===== src/rtl/tsr_pkg.sv =====
package tsr_pkg;
   // Register indices on the local port
   localparam logic [1:0] ADDR_CTRL = 2'h0;
   localparam logic [1:0] ADDR_STAT = 2'h1;
   localparam logic [1:0] ADDR_OWN = 2'h2;
   localparam logic [1:0] ADDR_DATA = 2'h3;
   // Control register fields
   localparam int CTL_FLAG = 7;
   localparam int CTL_ACK = 6;
   localparam int CTL_STA = 5;
   localparam int CTL_STO = 4;
   localparam int CTL_WCOL = 3;
   localparam int CTL_EN = 2;
   localparam int CTL_IE = 0;
   // Own address register field
   localparam int OWN_GCE = 0;
   // Reset values
   localparam logic [7:0] OWN_RST = 8'h00;
   localparam logic [7:0] DATA_RST = 8'hFF;
   localparam logic [1:0] PRESC_RST = 2'h0;
   // General call address
   localparam logic [6:0] GC_ADDR = 7'h00;
   // Status codes, prescaler bits at zero
   localparam logic [7:0] ST_OWN_W = 8'h60;
   localparam logic [7:0] ST_ARB_OWN = 8'h68;
   localparam logic [7:0] ST_GC = 8'h70;
   localparam logic [7:0] ST_ARB_GC = 8'h78;
   localparam logic [7:0] ST_DAT_ACK = 8'h80;
   localparam logic [7:0] ST_DAT_NACK = 8'h88;
   localparam logic [7:0] ST_GDAT_ACK = 8'h90;
   localparam logic [7:0] ST_GDAT_NACK = 8'h98;
   localparam logic [7:0] ST_STOP = 8'hA0;
   localparam logic [7:0] ST_TX_SEL = 8'hA8;
   localparam logic [7:0] ST_IDLE = 8'hF8;
   localparam logic [7:0] PRESC_MASK = 8'h03;
   localparam logic [2:0] LAST_BIT = 3'h7;
   // Receiver states
   typedef enum logic [2:0] {
      ST_W_IDLE = 3'b000,
      ST_W_ADDR = 3'b001,
      ST_W_DATA = 3'b010,
      ST_W_ACK = 3'b011,
      ST_W_HOLD = 3'b100,
      ST_W_SKIP = 3'b101
   } tsr_fsm_type;
endpackage


===== src/rtl/tsr_slave_rx.sv =====
// Decided for this implementation: strobed register access and the placing of the registers.
`timescale 1ns/10ps
module tsr_slave_rx (
   // Clock and reset
   input wire logic clk_sys,
   input wire logic srst,
   // Register port
   input wire logic [1:0] reg_addr,
   input wire logic [7:0] reg_wdata,
   input wire logic reg_wr,
   input wire logic reg_rd,
   output logic [7:0] reg_rdata,
   // Two-wire bus pins
   input wire logic scl_in,
   output logic scl_out,
   output logic scl_oe,
   input wire logic sda_in,
   output logic sda_out,
   output logic sda_oe,
   // System side
   input wire logic sleep_deep,
   input wire logic lost_arb,
   output logic wake,
   output logic start_go,
   output logic tx_select
);

   typedef struct packed {
      logic [2:0] scl_sy;
      logic [2:0] sda_sy;
      logic scl_f;
      logic sda_f;
      tsr_pkg::tsr_fsm_type st;
      logic [2:0] cnt;
      logic [7:0] shift;
      logic is_addr;
      logic gc;
      logic ackb;
      logic fall2;
      logic addressed;
      logic busy;
      logic start_pend;
      logic flag;
      logic ack_en;
      logic sta;
      logic sto;
      logic wcol;
      logic en;
      logic ie;
      logic [7:0] own;
      logic [7:0] dreg;
      logic [7:0] stat;
      logic [1:0] presc;
      logic [7:0] rdata;
      logic scl_oe;
      logic sda_oe;
      logic scl_o;
      logic sda_o;
      logic wake;
      logic start_go;
      logic tx_sel;
   } tsr_state_type;

   tsr_state_type s_q;
   tsr_state_type s_d;
   logic scl_new;
   logic sda_new;
   logic scl_rise;
   logic scl_fall;
   logic bus_start;
   logic bus_stop;
   logic own_hit;
   logic gc_hit;

   // Filtered pin levels: second and third stages must agree
   assign scl_new = (s_q.scl_sy[1] == s_q.scl_sy[2]) ? s_q.scl_sy[2] : s_q.scl_f;
   assign sda_new = (s_q.sda_sy[1] == s_q.sda_sy[2]) ? s_q.sda_sy[2] : s_q.sda_f;
   assign scl_rise = scl_new & ~s_q.scl_f;
   assign scl_fall = ~scl_new & s_q.scl_f;
   assign bus_start = scl_new & s_q.scl_f & s_q.sda_f & ~sda_new;
   assign bus_stop = scl_new & s_q.scl_f & ~s_q.sda_f & sda_new;
   assign own_hit = s_q.shift[6:0] == s_q.own[7:1];
   assign gc_hit = (s_q.shift[6:0] == tsr_pkg::GC_ADDR) && s_q.own[tsr_pkg::OWN_GCE];

   always_comb begin
      logic flag_set;
      logic flag_clr;
      flag_set = 1'b0;
      flag_clr = 1'b0;
      s_d = s_q;
      s_d.scl_sy = {s_q.scl_sy[1:0], scl_in};
      s_d.sda_sy = {s_q.sda_sy[1:0], sda_in};
      s_d.scl_f = scl_new;
      s_d.sda_f = sda_new;
      s_d.rdata = 8'h00;
      s_d.start_go = 1'b0;
      s_d.tx_sel = 1'b0;
      if (bus_start) begin
         s_d.busy = 1'b1;
      end
      if (bus_stop) begin
         s_d.busy = 1'b0;
      end
      if (!sleep_deep) begin
         s_d.wake = 1'b0;
      end
      // Bit engine
      if (!s_q.en || s_q.sto) begin
         s_d.st = tsr_pkg::ST_W_IDLE;
         s_d.addressed = 1'b0;
         s_d.sda_oe = 1'b0;
         s_d.fall2 = 1'b0;
         s_d.sto = 1'b0;
      end else if (bus_start || bus_stop) begin
         if (s_q.addressed) begin
            s_d.stat = tsr_pkg::ST_STOP;
            flag_set = 1'b1;
            s_d.addressed = 1'b0;
            s_d.start_pend = s_q.sta;
         end
         s_d.st = bus_start ? tsr_pkg::ST_W_ADDR : tsr_pkg::ST_W_IDLE;
         s_d.cnt = 3'h0;
         s_d.sda_oe = 1'b0;
         s_d.fall2 = 1'b0;
      end else begin
         unique case (s_q.st)
            tsr_pkg::ST_W_IDLE, tsr_pkg::ST_W_SKIP: begin
               s_d.sda_oe = 1'b0;
            end
            tsr_pkg::ST_W_ADDR, tsr_pkg::ST_W_DATA: begin
               if (scl_rise) begin
                  s_d.shift = {s_q.shift[6:0], sda_new};
                  s_d.cnt = s_q.cnt + 3'h1;
                  if (s_q.cnt == tsr_pkg::LAST_BIT) begin
                     if (s_q.st == tsr_pkg::ST_W_DATA) begin
                        s_d.ackb = s_q.ack_en;
                        s_d.is_addr = 1'b0;
                        s_d.st = tsr_pkg::ST_W_ACK;
                     end else if (s_q.ack_en && (own_hit || gc_hit)) begin
                        s_d.ackb = 1'b1;
                        s_d.is_addr = 1'b1;
                        s_d.gc = gc_hit && !own_hit;
                        s_d.st = tsr_pkg::ST_W_ACK;
                        s_d.wake = sleep_deep;
                     end else begin
                        s_d.st = tsr_pkg::ST_W_SKIP;
                     end
                  end
               end
            end
            tsr_pkg::ST_W_ACK: begin
               if (scl_fall && !s_q.fall2) begin
                  s_d.fall2 = 1'b1;
                  s_d.sda_oe = s_q.ackb;
               end else if (scl_fall) begin
                  s_d.fall2 = 1'b0;
                  s_d.sda_oe = 1'b0;
                  flag_set = 1'b1;
                  if (s_q.is_addr && s_q.shift[0]) begin
                     s_d.stat = tsr_pkg::ST_TX_SEL;
                     s_d.tx_sel = 1'b1;
                     s_d.st = tsr_pkg::ST_W_SKIP;
                  end else if (s_q.is_addr) begin
                     if (s_q.gc) begin
                        s_d.stat = lost_arb ? tsr_pkg::ST_ARB_GC : tsr_pkg::ST_GC;
                     end else begin
                        s_d.stat = lost_arb ? tsr_pkg::ST_ARB_OWN : tsr_pkg::ST_OWN_W;
                     end
                     s_d.addressed = 1'b1;
                     s_d.st = tsr_pkg::ST_W_HOLD;
                  end else begin
                     if (s_q.gc) begin
                        s_d.stat = s_q.ackb ? tsr_pkg::ST_GDAT_ACK : tsr_pkg::ST_GDAT_NACK;
                     end else begin
                        s_d.stat = s_q.ackb ? tsr_pkg::ST_DAT_ACK : tsr_pkg::ST_DAT_NACK;
                     end
                     if (!sleep_deep) begin
                        s_d.dreg = s_q.shift;
                     end
                     s_d.st = tsr_pkg::ST_W_HOLD;
                  end
               end
            end
            tsr_pkg::ST_W_HOLD: begin
               if (!s_q.flag) begin
                  s_d.cnt = 3'h0;
                  if (s_q.ackb) begin
                     s_d.st = tsr_pkg::ST_W_DATA;
                  end else begin
                     s_d.st = tsr_pkg::ST_W_SKIP;
                     s_d.addressed = 1'b0;
                     s_d.start_pend = s_q.sta;
                  end
               end
            end
            default: begin
               s_d.st = tsr_pkg::ST_W_IDLE;
            end
         endcase
      end
      // Deferred START once the bus is free
      if (s_q.start_pend && !s_q.busy && !bus_start) begin
         s_d.start_go = 1'b1;
         s_d.start_pend = 1'b0;
      end
      // Register writes
      if (reg_wr) begin
         unique case (reg_addr)
            tsr_pkg::ADDR_CTRL: begin
               flag_clr = reg_wdata[tsr_pkg::CTL_FLAG];
               s_d.ack_en = reg_wdata[tsr_pkg::CTL_ACK];
               s_d.sta = reg_wdata[tsr_pkg::CTL_STA];
               s_d.sto = reg_wdata[tsr_pkg::CTL_STO];
               s_d.en = reg_wdata[tsr_pkg::CTL_EN];
               s_d.ie = reg_wdata[tsr_pkg::CTL_IE];
            end
            tsr_pkg::ADDR_STAT: begin
               s_d.presc = reg_wdata[1:0];
            end
            tsr_pkg::ADDR_OWN: begin
               s_d.own = reg_wdata;
            end
            tsr_pkg::ADDR_DATA: begin
               if (s_q.flag) begin
                  s_d.dreg = reg_wdata;
                  s_d.wcol = 1'b0;
               end else begin
                  s_d.wcol = 1'b1;
               end
            end
         endcase
      end
      // Register reads, data in the next cycle
      if (reg_rd) begin
         unique case (reg_addr)
            tsr_pkg::ADDR_CTRL: begin
               s_d.rdata = {s_q.flag, s_q.ack_en, s_q.sta, s_q.sto,
                            s_q.wcol, s_q.en, 1'b0, s_q.ie};
            end
            tsr_pkg::ADDR_STAT: begin
               s_d.rdata = (s_q.stat & ~tsr_pkg::PRESC_MASK) | {6'h00, s_q.presc};
            end
            tsr_pkg::ADDR_OWN: begin
               s_d.rdata = s_q.own;
            end
            tsr_pkg::ADDR_DATA: begin
               s_d.rdata = s_q.dreg;
            end
         endcase
      end
      // Hardware set wins over software clear
      s_d.flag = flag_set | (s_q.flag & ~flag_clr);
      if (!s_d.flag && s_q.flag && s_q.stat != tsr_pkg::ST_IDLE && s_d.st != tsr_pkg::ST_W_HOLD) begin
         s_d.stat = tsr_pkg::ST_IDLE;
      end
      s_d.scl_oe = (s_d.st == tsr_pkg::ST_W_HOLD) && s_d.flag;
   end

   always_ff @(posedge clk_sys) begin
      if (srst) begin
         s_q <= '0;
         s_q.scl_sy <= 3'h7;
         s_q.sda_sy <= 3'h7;
         s_q.scl_f <= 1'b1;
         s_q.sda_f <= 1'b1;
         s_q.st <= tsr_pkg::ST_W_IDLE;
         s_q.own <= tsr_pkg::OWN_RST;
         s_q.dreg <= tsr_pkg::DATA_RST;
         s_q.stat <= tsr_pkg::ST_IDLE;
         s_q.presc <= tsr_pkg::PRESC_RST;
      end else begin
         s_q <= s_d;
      end
   end

   assign reg_rdata = s_q.rdata;
   assign scl_out = s_q.scl_o;
   assign scl_oe = s_q.scl_oe;
   assign sda_out = s_q.sda_o;
   assign sda_oe = s_q.sda_oe;
   assign wake = s_q.wake;
   assign start_go = s_q.start_go;
   assign tx_select = s_q.tx_sel;
endmodule // tsr_slave_rx


===== config.mk =====
export PLATFORM = sky130hd
export DESIGN_NAME = tsr_slave_rx
export DESIGN_NICKNAME = d
export VERILOG_FILES = /design/src/rtl/tsr_pkg.sv /design/src/rtl/tsr_slave_rx.sv
export SDC_FILE = /design/constraint.sdc
export NUM_CORES = 1
export LEC_CHECK = 0
export ABC_CLOCK_PERIOD_IN_PS = 3220
export BUFFER_PORTS_ARGS = -buffer_cell sky130_fd_sc_hd__clkbuf_2
export CAP_MARGIN = 20
export CORE_MARGIN = 2
export CORE_UTILIZATION = 60
export CTS_CLUSTER_DIAMETER = 50
export CTS_CLUSTER_SIZE = 8
export DETAILED_ROUTE_END_ITERATION = 6
export PLACE_DENSITY_LB_ADDON = 0.05
export SLEW_MARGIN = 25
export SYNTH_ARGS = -nofsm -noshare
export SYNTH_HDL_FRONTEND = slang
export SYNTH_SLANG_ARGS = --single-unit
export TNS_END_PERCENT = 20

===== constraint.sdc =====
create_clock -name clk_sys -period 3.22 [get_ports clk_sys]
set_input_delay 0.161 -clock clk_sys [delete_from_list [all_inputs] [get_ports clk_sys]]
set_output_delay 0.161 -clock clk_sys [all_outputs]
set_load 0.01 [all_outputs]

### After elaboration in Yosys (flattened, before gate mapping)

Index checks and enable logic that the tools add are counted.

* register bits after elaboration: 75
* bits of input ports: 18
* output and inout port bits: 15

* add/subtract/negate cells: 1
* reduce and logical (&&, ||, !) cells: 52
* muxes and demuxes: 83
* equal/unequal tests: 28
* bitwise gates (word level): 21

Operators by type and width (count)
* 8-bit two-way mux: 11
* 16-bit two-way mux: 4
* 1-bit two-way mux: 42
* 8-bit case mux with 4 select lines: 1
* 3-bit two-way mux: 9
* 20-bit two-way mux: 1
* 17-bit two-way mux: 1
* 4-bit two-way mux: 4
* 2-bit inequality test (second input constant): 8
* 7-bit AND reduction: 2
* 2-bit nonzero test: 7
* 3-bit == test (second input constant): 4
* 6-bit two-way mux: 2
* 3-bit inequality test (second input constant): 4
* 3-bit case mux with 4 select lines: 1
* 2-bit AND reduction: 6
* 2-bit OR reduction: 6
* 1-bit logical AND: 11
* 1-bit inverter: 11
* 5-bit two-way mux: 2
* 5-bit AND reduction: 2
* 1-bit bitwise AND: 8
* 8-bit inequality test (second input constant): 1
* 8-bit by 2-bit OR with 8-bit output: 1
* other kinds (22): 36

### Depth between registers and ports, before layout

* depth in word-level cells: 15
* depth in mapped cells: 7
* depth with buffers taken out: 7

### Worst setup path after synthesis

Ideal clock, no wire load.

* path kind: reg-to-reg
* from: register s_q[63] (netlist name)
* to: register s_q[20] (netlist name)
* data required time: 3.086 ns
* library setup time: 0.134 ns
* arrival time: 1.540 ns
* stages on the path, launching flop included: 8
* setup slack: 1.546 ns
* cells stage by stage: dfxtp_1 ha_1 ha_1 and4b_1 nand2_1 o311ai_2 o32ai_4 nand3_2

* longest elaborated chain between the ends: 9

Ends and longest elaborated chain
* start: declaration: line tsr_slave_rx.sv:64 `tsr_state_type s_q;`
* 3-bit == test: line tsr_slave_rx.sv:134 `if (s_q.cnt == tsr_pkg::LAST_BIT) begin`
* 3-bit two-way mux: line tsr_slave_rx.sv:134
* 17-bit two-way mux: line tsr_slave_rx.sv:131 `if (scl_rise) begin`
* 3-bit case mux with 4 select lines: line tsr_slave_rx.sv:126 `unique case (s_q.st)`
* 6-bit two-way mux: line tsr_slave_rx.sv:114 `end else if (bus_start || bus_stop) begin`
* 3-bit two-way mux: line tsr_slave_rx.sv:108 `if (!s_q.en || s_q.sto) begin`
* 3-bit inequality test: line tsr_slave_rx.sv:253 `if (!s_d.flag && s_q.flag && s_q.stat != tsr_pkg::ST_IDLE && s_d.st != tsr_pkg::ST_W_HOLD) begin`
* 1-bit logical AND: line tsr_slave_rx.sv:253
* 2-bit OR reduction (no source line)

Every way passes these cells. The select of a mux whose other input is x is not followed.
A chain may end at the register's enable or synchronous reset.

### Worst setup path after layout

* from: register s_q[68] (netlist name)
* to: register s_q[30] (netlist name)

* longest elaborated chain between the ends: 7

Ends and longest elaborated chain
* 3-bit by 2-bit == test with 1-bit output *: line tsr_slave_rx.sv:126
* 16-bit two-way mux *: line tsr_slave_rx.sv:126
* 8-bit two-way mux *: line tsr_slave_rx.sv:114
* 16-bit two-way mux *: line tsr_slave_rx.sv:108
* 8-bit two-way mux: line tsr_slave_rx.sv:224 `if (s_q.flag) begin`
* 8-bit two-way mux: line tsr_slave_rx.sv:208 `unique case (reg_addr)`
* 20-bit two-way mux *: line tsr_slave_rx.sv:207 `if (reg_wr) begin`

Mark *: on every way between the ends. The rest lies on a longest branch, timed or not. The select of a mux whose other input is x is not followed.

==> impl_metrics.csv <==
group,metric,value,unit
status,status,"finished clean",
pwr,power_switching_share,21.40,%
worst_setup_path,arrival,2.27,ns
finish,fill_cells,443,
worst_hold_path,min_delay_path_depth,2,
synthesis,yosys_most_used_dff,"sky130_fd_sc_hd__dfxtp_1",
timing,final_hold_viol_count,0,
detailed_routing,detail_route.wirelength,7.606,mm
timing,setup_viol_count_final,0,
pwr,power_report.internal_total,1.508,mW
floorplan,coreArea,5507,um2
timing,grt_setup_unrepaired,"false",
timing,final.setup.tns,0,ns
global_route,grt_util_all_layers,25.94,%
place,detailed_place_hpwl,5.462,mm
finish,stdcell_area,3805,um2
timing,slew-limit-headroom,49.43,%
floorplan,die_width,79.72,um
clock_network,clk-insertion-delay-late,0.34,ns
clock_network,cts_sinks,72,
synthesis,yosys.cell_count.top_type,"sky130_fd_sc_hd__dfxtp_1",
finish,multi_input_area,1799,um2
worst_setup_path,timing.critical_path.slowest_cell_delay,0.59,ns
worst_setup_path,critical_path_required,3.41,ns
synthesis,seq_area_frac_synth,41.91,%
clock_network,clk_pin_slew,0.08,ns
floorplan,placement_rows,27,
global_route,globalRouteOverflowTotal,0,
synthesis,synth_cells,355,
global_route,grt_start_max_net_pins,34,
clock_network,clockBufferDepth,2,
worst_setup_path,timing.critical_path.fanout_max,14,
worst_setup_path,setup.worst_path.class,"register to register",
synthesis,synthesis.yosys.warnings,0,
finish,finalNetCount,394,
worst_setup_path,reg2reg_setup_slack,1.14,ns
pwr,power.clock.fraction,46.9,%
finish,layout-drive-gt1-share,21.90,%
finish,final-seq-area,1441,um2
floorplan,die_h,79.72,um
detailed_routing,drt-initial-drc-count,353,
pwr,vdd_ir_drop_max,406.1,uV
synthesis,synth.lib_cells_used.distinct,62,
timing,final_min_period_over_clock_period,64.72,%
detailed_routing,drcViolationCount,0,
synthesis,number_of_synthesized_flops_with_an_enable_pin,0,
clock_network,clockRootBuffer,"sky130_fd_sc_hd__clkbuf_8",
floorplan,boundaryPins,33,
synthesis,cell_taking_the_most_area_after_synthesis,"sky130_fd_sc_hd__dfxtp_1",
floorplan,initial_utilization,62.46,%
worst_hold_path,hold_path.class,"primary input to register",
detailed_routing,detailroute.via_count,2752,
worst_setup_path,worst_path_max_delay_cell,"sky130_fd_sc_hd__and4b_1",
finish,final_core_util,69.10,%
finish,area_delta_synth_final,10.62,%
global_route,grt_pass1_vias,2384,
pwr,total_switching_power,0.4106,mW
pwr,power_frac_comb,5.5,%
place,place_congestion,0.9079,
global_route,grt_pass1_wl,12.48,mm
timing,layout_min_cycle_time,2.084,ns
timing,fmaxAchievable,479.8,MHz
synthesis,post_synth_main_area_contributors,"sky130_fd_sc_hd__dfxtp_1 42%, sky130_fd_sc_hd__mux2i_1 7.3%, sky130_fd_sc_hd__mux4_2 3.9%",
worst_setup_path,critical_path.startpoint_type,"register",
synthesis,syn-cell-area,3440,um2
synthesis,async_reset_ff_share,0,%
detailed_routing,route.detailed.wl_per_inst,16.86,um
flow_run,max-cap-violations,0,
place,port_buffers,30,
synthesis,synthTopCellsByCount,"72 x sky130_fd_sc_hd__dfxtp_1, 33 x sky130_fd_sc_hd__nor2_1, 25 x sky130_fd_sc_hd__a21oi_1, 25 x sky130_fd_sc_hd__mux2i_1, 21 x sky130_fd_sc_hd__nand2_1",
timing,timing.clock.skew,0.01254,ns
clock_network,clock_tree_from_tritoncts,"done",
pwr,total_leakage_power,1.420,nW
detailed_routing,final_antenna_net_count,0,
floorplan,die-area,6354,um2
pwr,power_dens_cells,504.2,nW/um2
timing,slew_viol_final,0,
finish,antenna-diode-count,0,
worst_setup_path,timing.critical_path.cells,"nand3b_1 > nor2_1 > and4b_1 > mux2i_1 > a21oi_1",
detailed_routing,detail_route.first_pass.iterations,7,
timing,fin_worst_hold_slack,0.007473,ns
worst_setup_path,ff2ff_path_depth,5,
clock_network,numCtsBuffers,9,
worst_setup_path,critical_path.endpoint_type,"register",
timing,worst_pin_slew,0.7586,ns
clock_network,htree_levels,3,
clock_network,cts.repair_timing.setup_buffer_count,0,
synthesis,avgSynthCellArea,9.689,um2
place,postPlaceCellArea,3541,um2
synthesis,synth.top_cell.area_share,41.91,%
global_route,antenna_found_initial,0,
synthesis,yosys_register_bits,72,
pwr,share_seq_of_total_power,47.7,%
detailed_routing,vias_per_cell,6.102,
-- sequential cells by signal, summed over array words and instances, names as in the netlist --
name	flops
reg_rdata	8
s_d	4
s_q	55
scl_oe	1
sda_oe	1
start_go	1
tx_select	1
wake	1
-- cells by family after synthesis --
logic type | synth area share [%]
AO/OA/AOI/OAI | 14.59
buffers and inverters | 6.075
adder cells (fa/ha/maj) | 1.018
multiplexers | 11.86
AND/OR/NAND/NOR | 22.15
other | 0.1090
flip-flops | 41.91
XOR/XNOR | 2.292
-- cell usage in the layout (no fill, tap or decap), types with 3 or more instances in the layout --
cell                        synthesis  final
sky130_fd_sc_hd__and3_1             8      8
sky130_fd_sc_hd__or2_2              6      6
sky130_fd_sc_hd__inv_1              8      8
sky130_fd_sc_hd__o41ai_1            3      3
sky130_fd_sc_hd__nor4_1             5      4
sky130_fd_sc_hd__nand3b_1           4      4
sky130_fd_sc_hd__nand3_1           13     13
sky130_fd_sc_hd__mux4_2             6      6
sky130_fd_sc_hd__nor3_1            10     10
sky130_fd_sc_hd__clkbuf_8           2     11
sky130_fd_sc_hd__xnor2_1            7      7
sky130_fd_sc_hd__a31oi_1            3      3
sky130_fd_sc_hd__o21ai_0            9      9
sky130_fd_sc_hd__and2_1             3      3
sky130_fd_sc_hd__clkbuf_2           0     30
sky130_fd_sc_hd__dfxtp_1           72     72
sky130_fd_sc_hd__bufinv_16          0      3
sky130_fd_sc_hd__buf_4             12      4
sky130_fd_sc_hd__mux2i_1           25     25
sky130_fd_sc_hd__nand4_1            3      3
sky130_fd_sc_hd__nand2_1           21     21
sky130_fd_sc_hd__nor2_1            33     33
sky130_fd_sc_hd__nor2b_1            7      7
sky130_fd_sc_hd__nand2b_1           3      3
sky130_fd_sc_hd__a21oi_1           25     25
-- cell type report --
| type | instances | share of cell area, % |
|---|---|---|
| multi-input combinational | 248 | 47.29 |
| timing repair buffer | 35 | 4.998 |
| tap | 72 | 2.368 |
| inverter | 8 | 0.7892 |
| clock inverter | 4 | 2.598 |
| clock buffer | 12 | 4.078 |
| sequential | 72 | 37.88 |
-- through the flow --
step	power, mW	setup slack [ns]	cells
floorplan	1.007	1.546	356
global placement	1.036	1.274	434
detailed placement	1.037	1.216	434
CTS	1.922	1.182	451
global route	1.979	1.005	451
finish	1.919	1.136	451
-- layer usage --
metal  vias up  wire length [um]  track usage (%)
met1      1323              3840            39.99
met5         -                 0                0
met2       112              3184            36.05
met4         0               147            9.483
li1       1305                 -                -
met3        12               434            4.299
-- power by group through the flow --
stage	clock network, mW	registers, mW	logic [mW]
2_1_floorplan	0	0.932	0.0754
3_3_place_gp	0	0.935	0.101
3_5_place_dp	0	0.935	0.102
4_1_cts	0.904	0.915	0.104
5_1_grt	0.949	0.916	0.114
6_report	0.899	0.915	0.105
-- what timing repair did --
action,4_1_cts,5_1_grt
hold buffers,1,0
hold endpoints to repair,1,0
resized for setup,0,0
setup endpoints to repair,0,0
-- critical path: cells and delay by family, from the launching register on --
| family | cells | cell delay, ns |
|---|---|---|
| compound gates | 1 | 0.08 |
| simple gates | 3 | 1.14 |
| mux | 1 | 0.24 |
| flops | 1 | 0.46 |
-- path summary, 6_finish.rpt --
| check | startpoint | to |
|---|---|---|
| setup reg to reg | s_q[68]$_SDFF_PP0_ | s_q[30]$_SDFF_PP1_ |
| hold reg to reg | s_d[72]$_SDFF_PP1_ | s_d[73]$_SDFF_PP1_ |
| hold / removal | scl_in | s_d[75]$_SDFF_PP1_ |
| setup / recovery | s_q[68]$_SDFF_PP0_ | s_q[30]$_SDFF_PP1_ |
(Power assumes the default switching activity.)
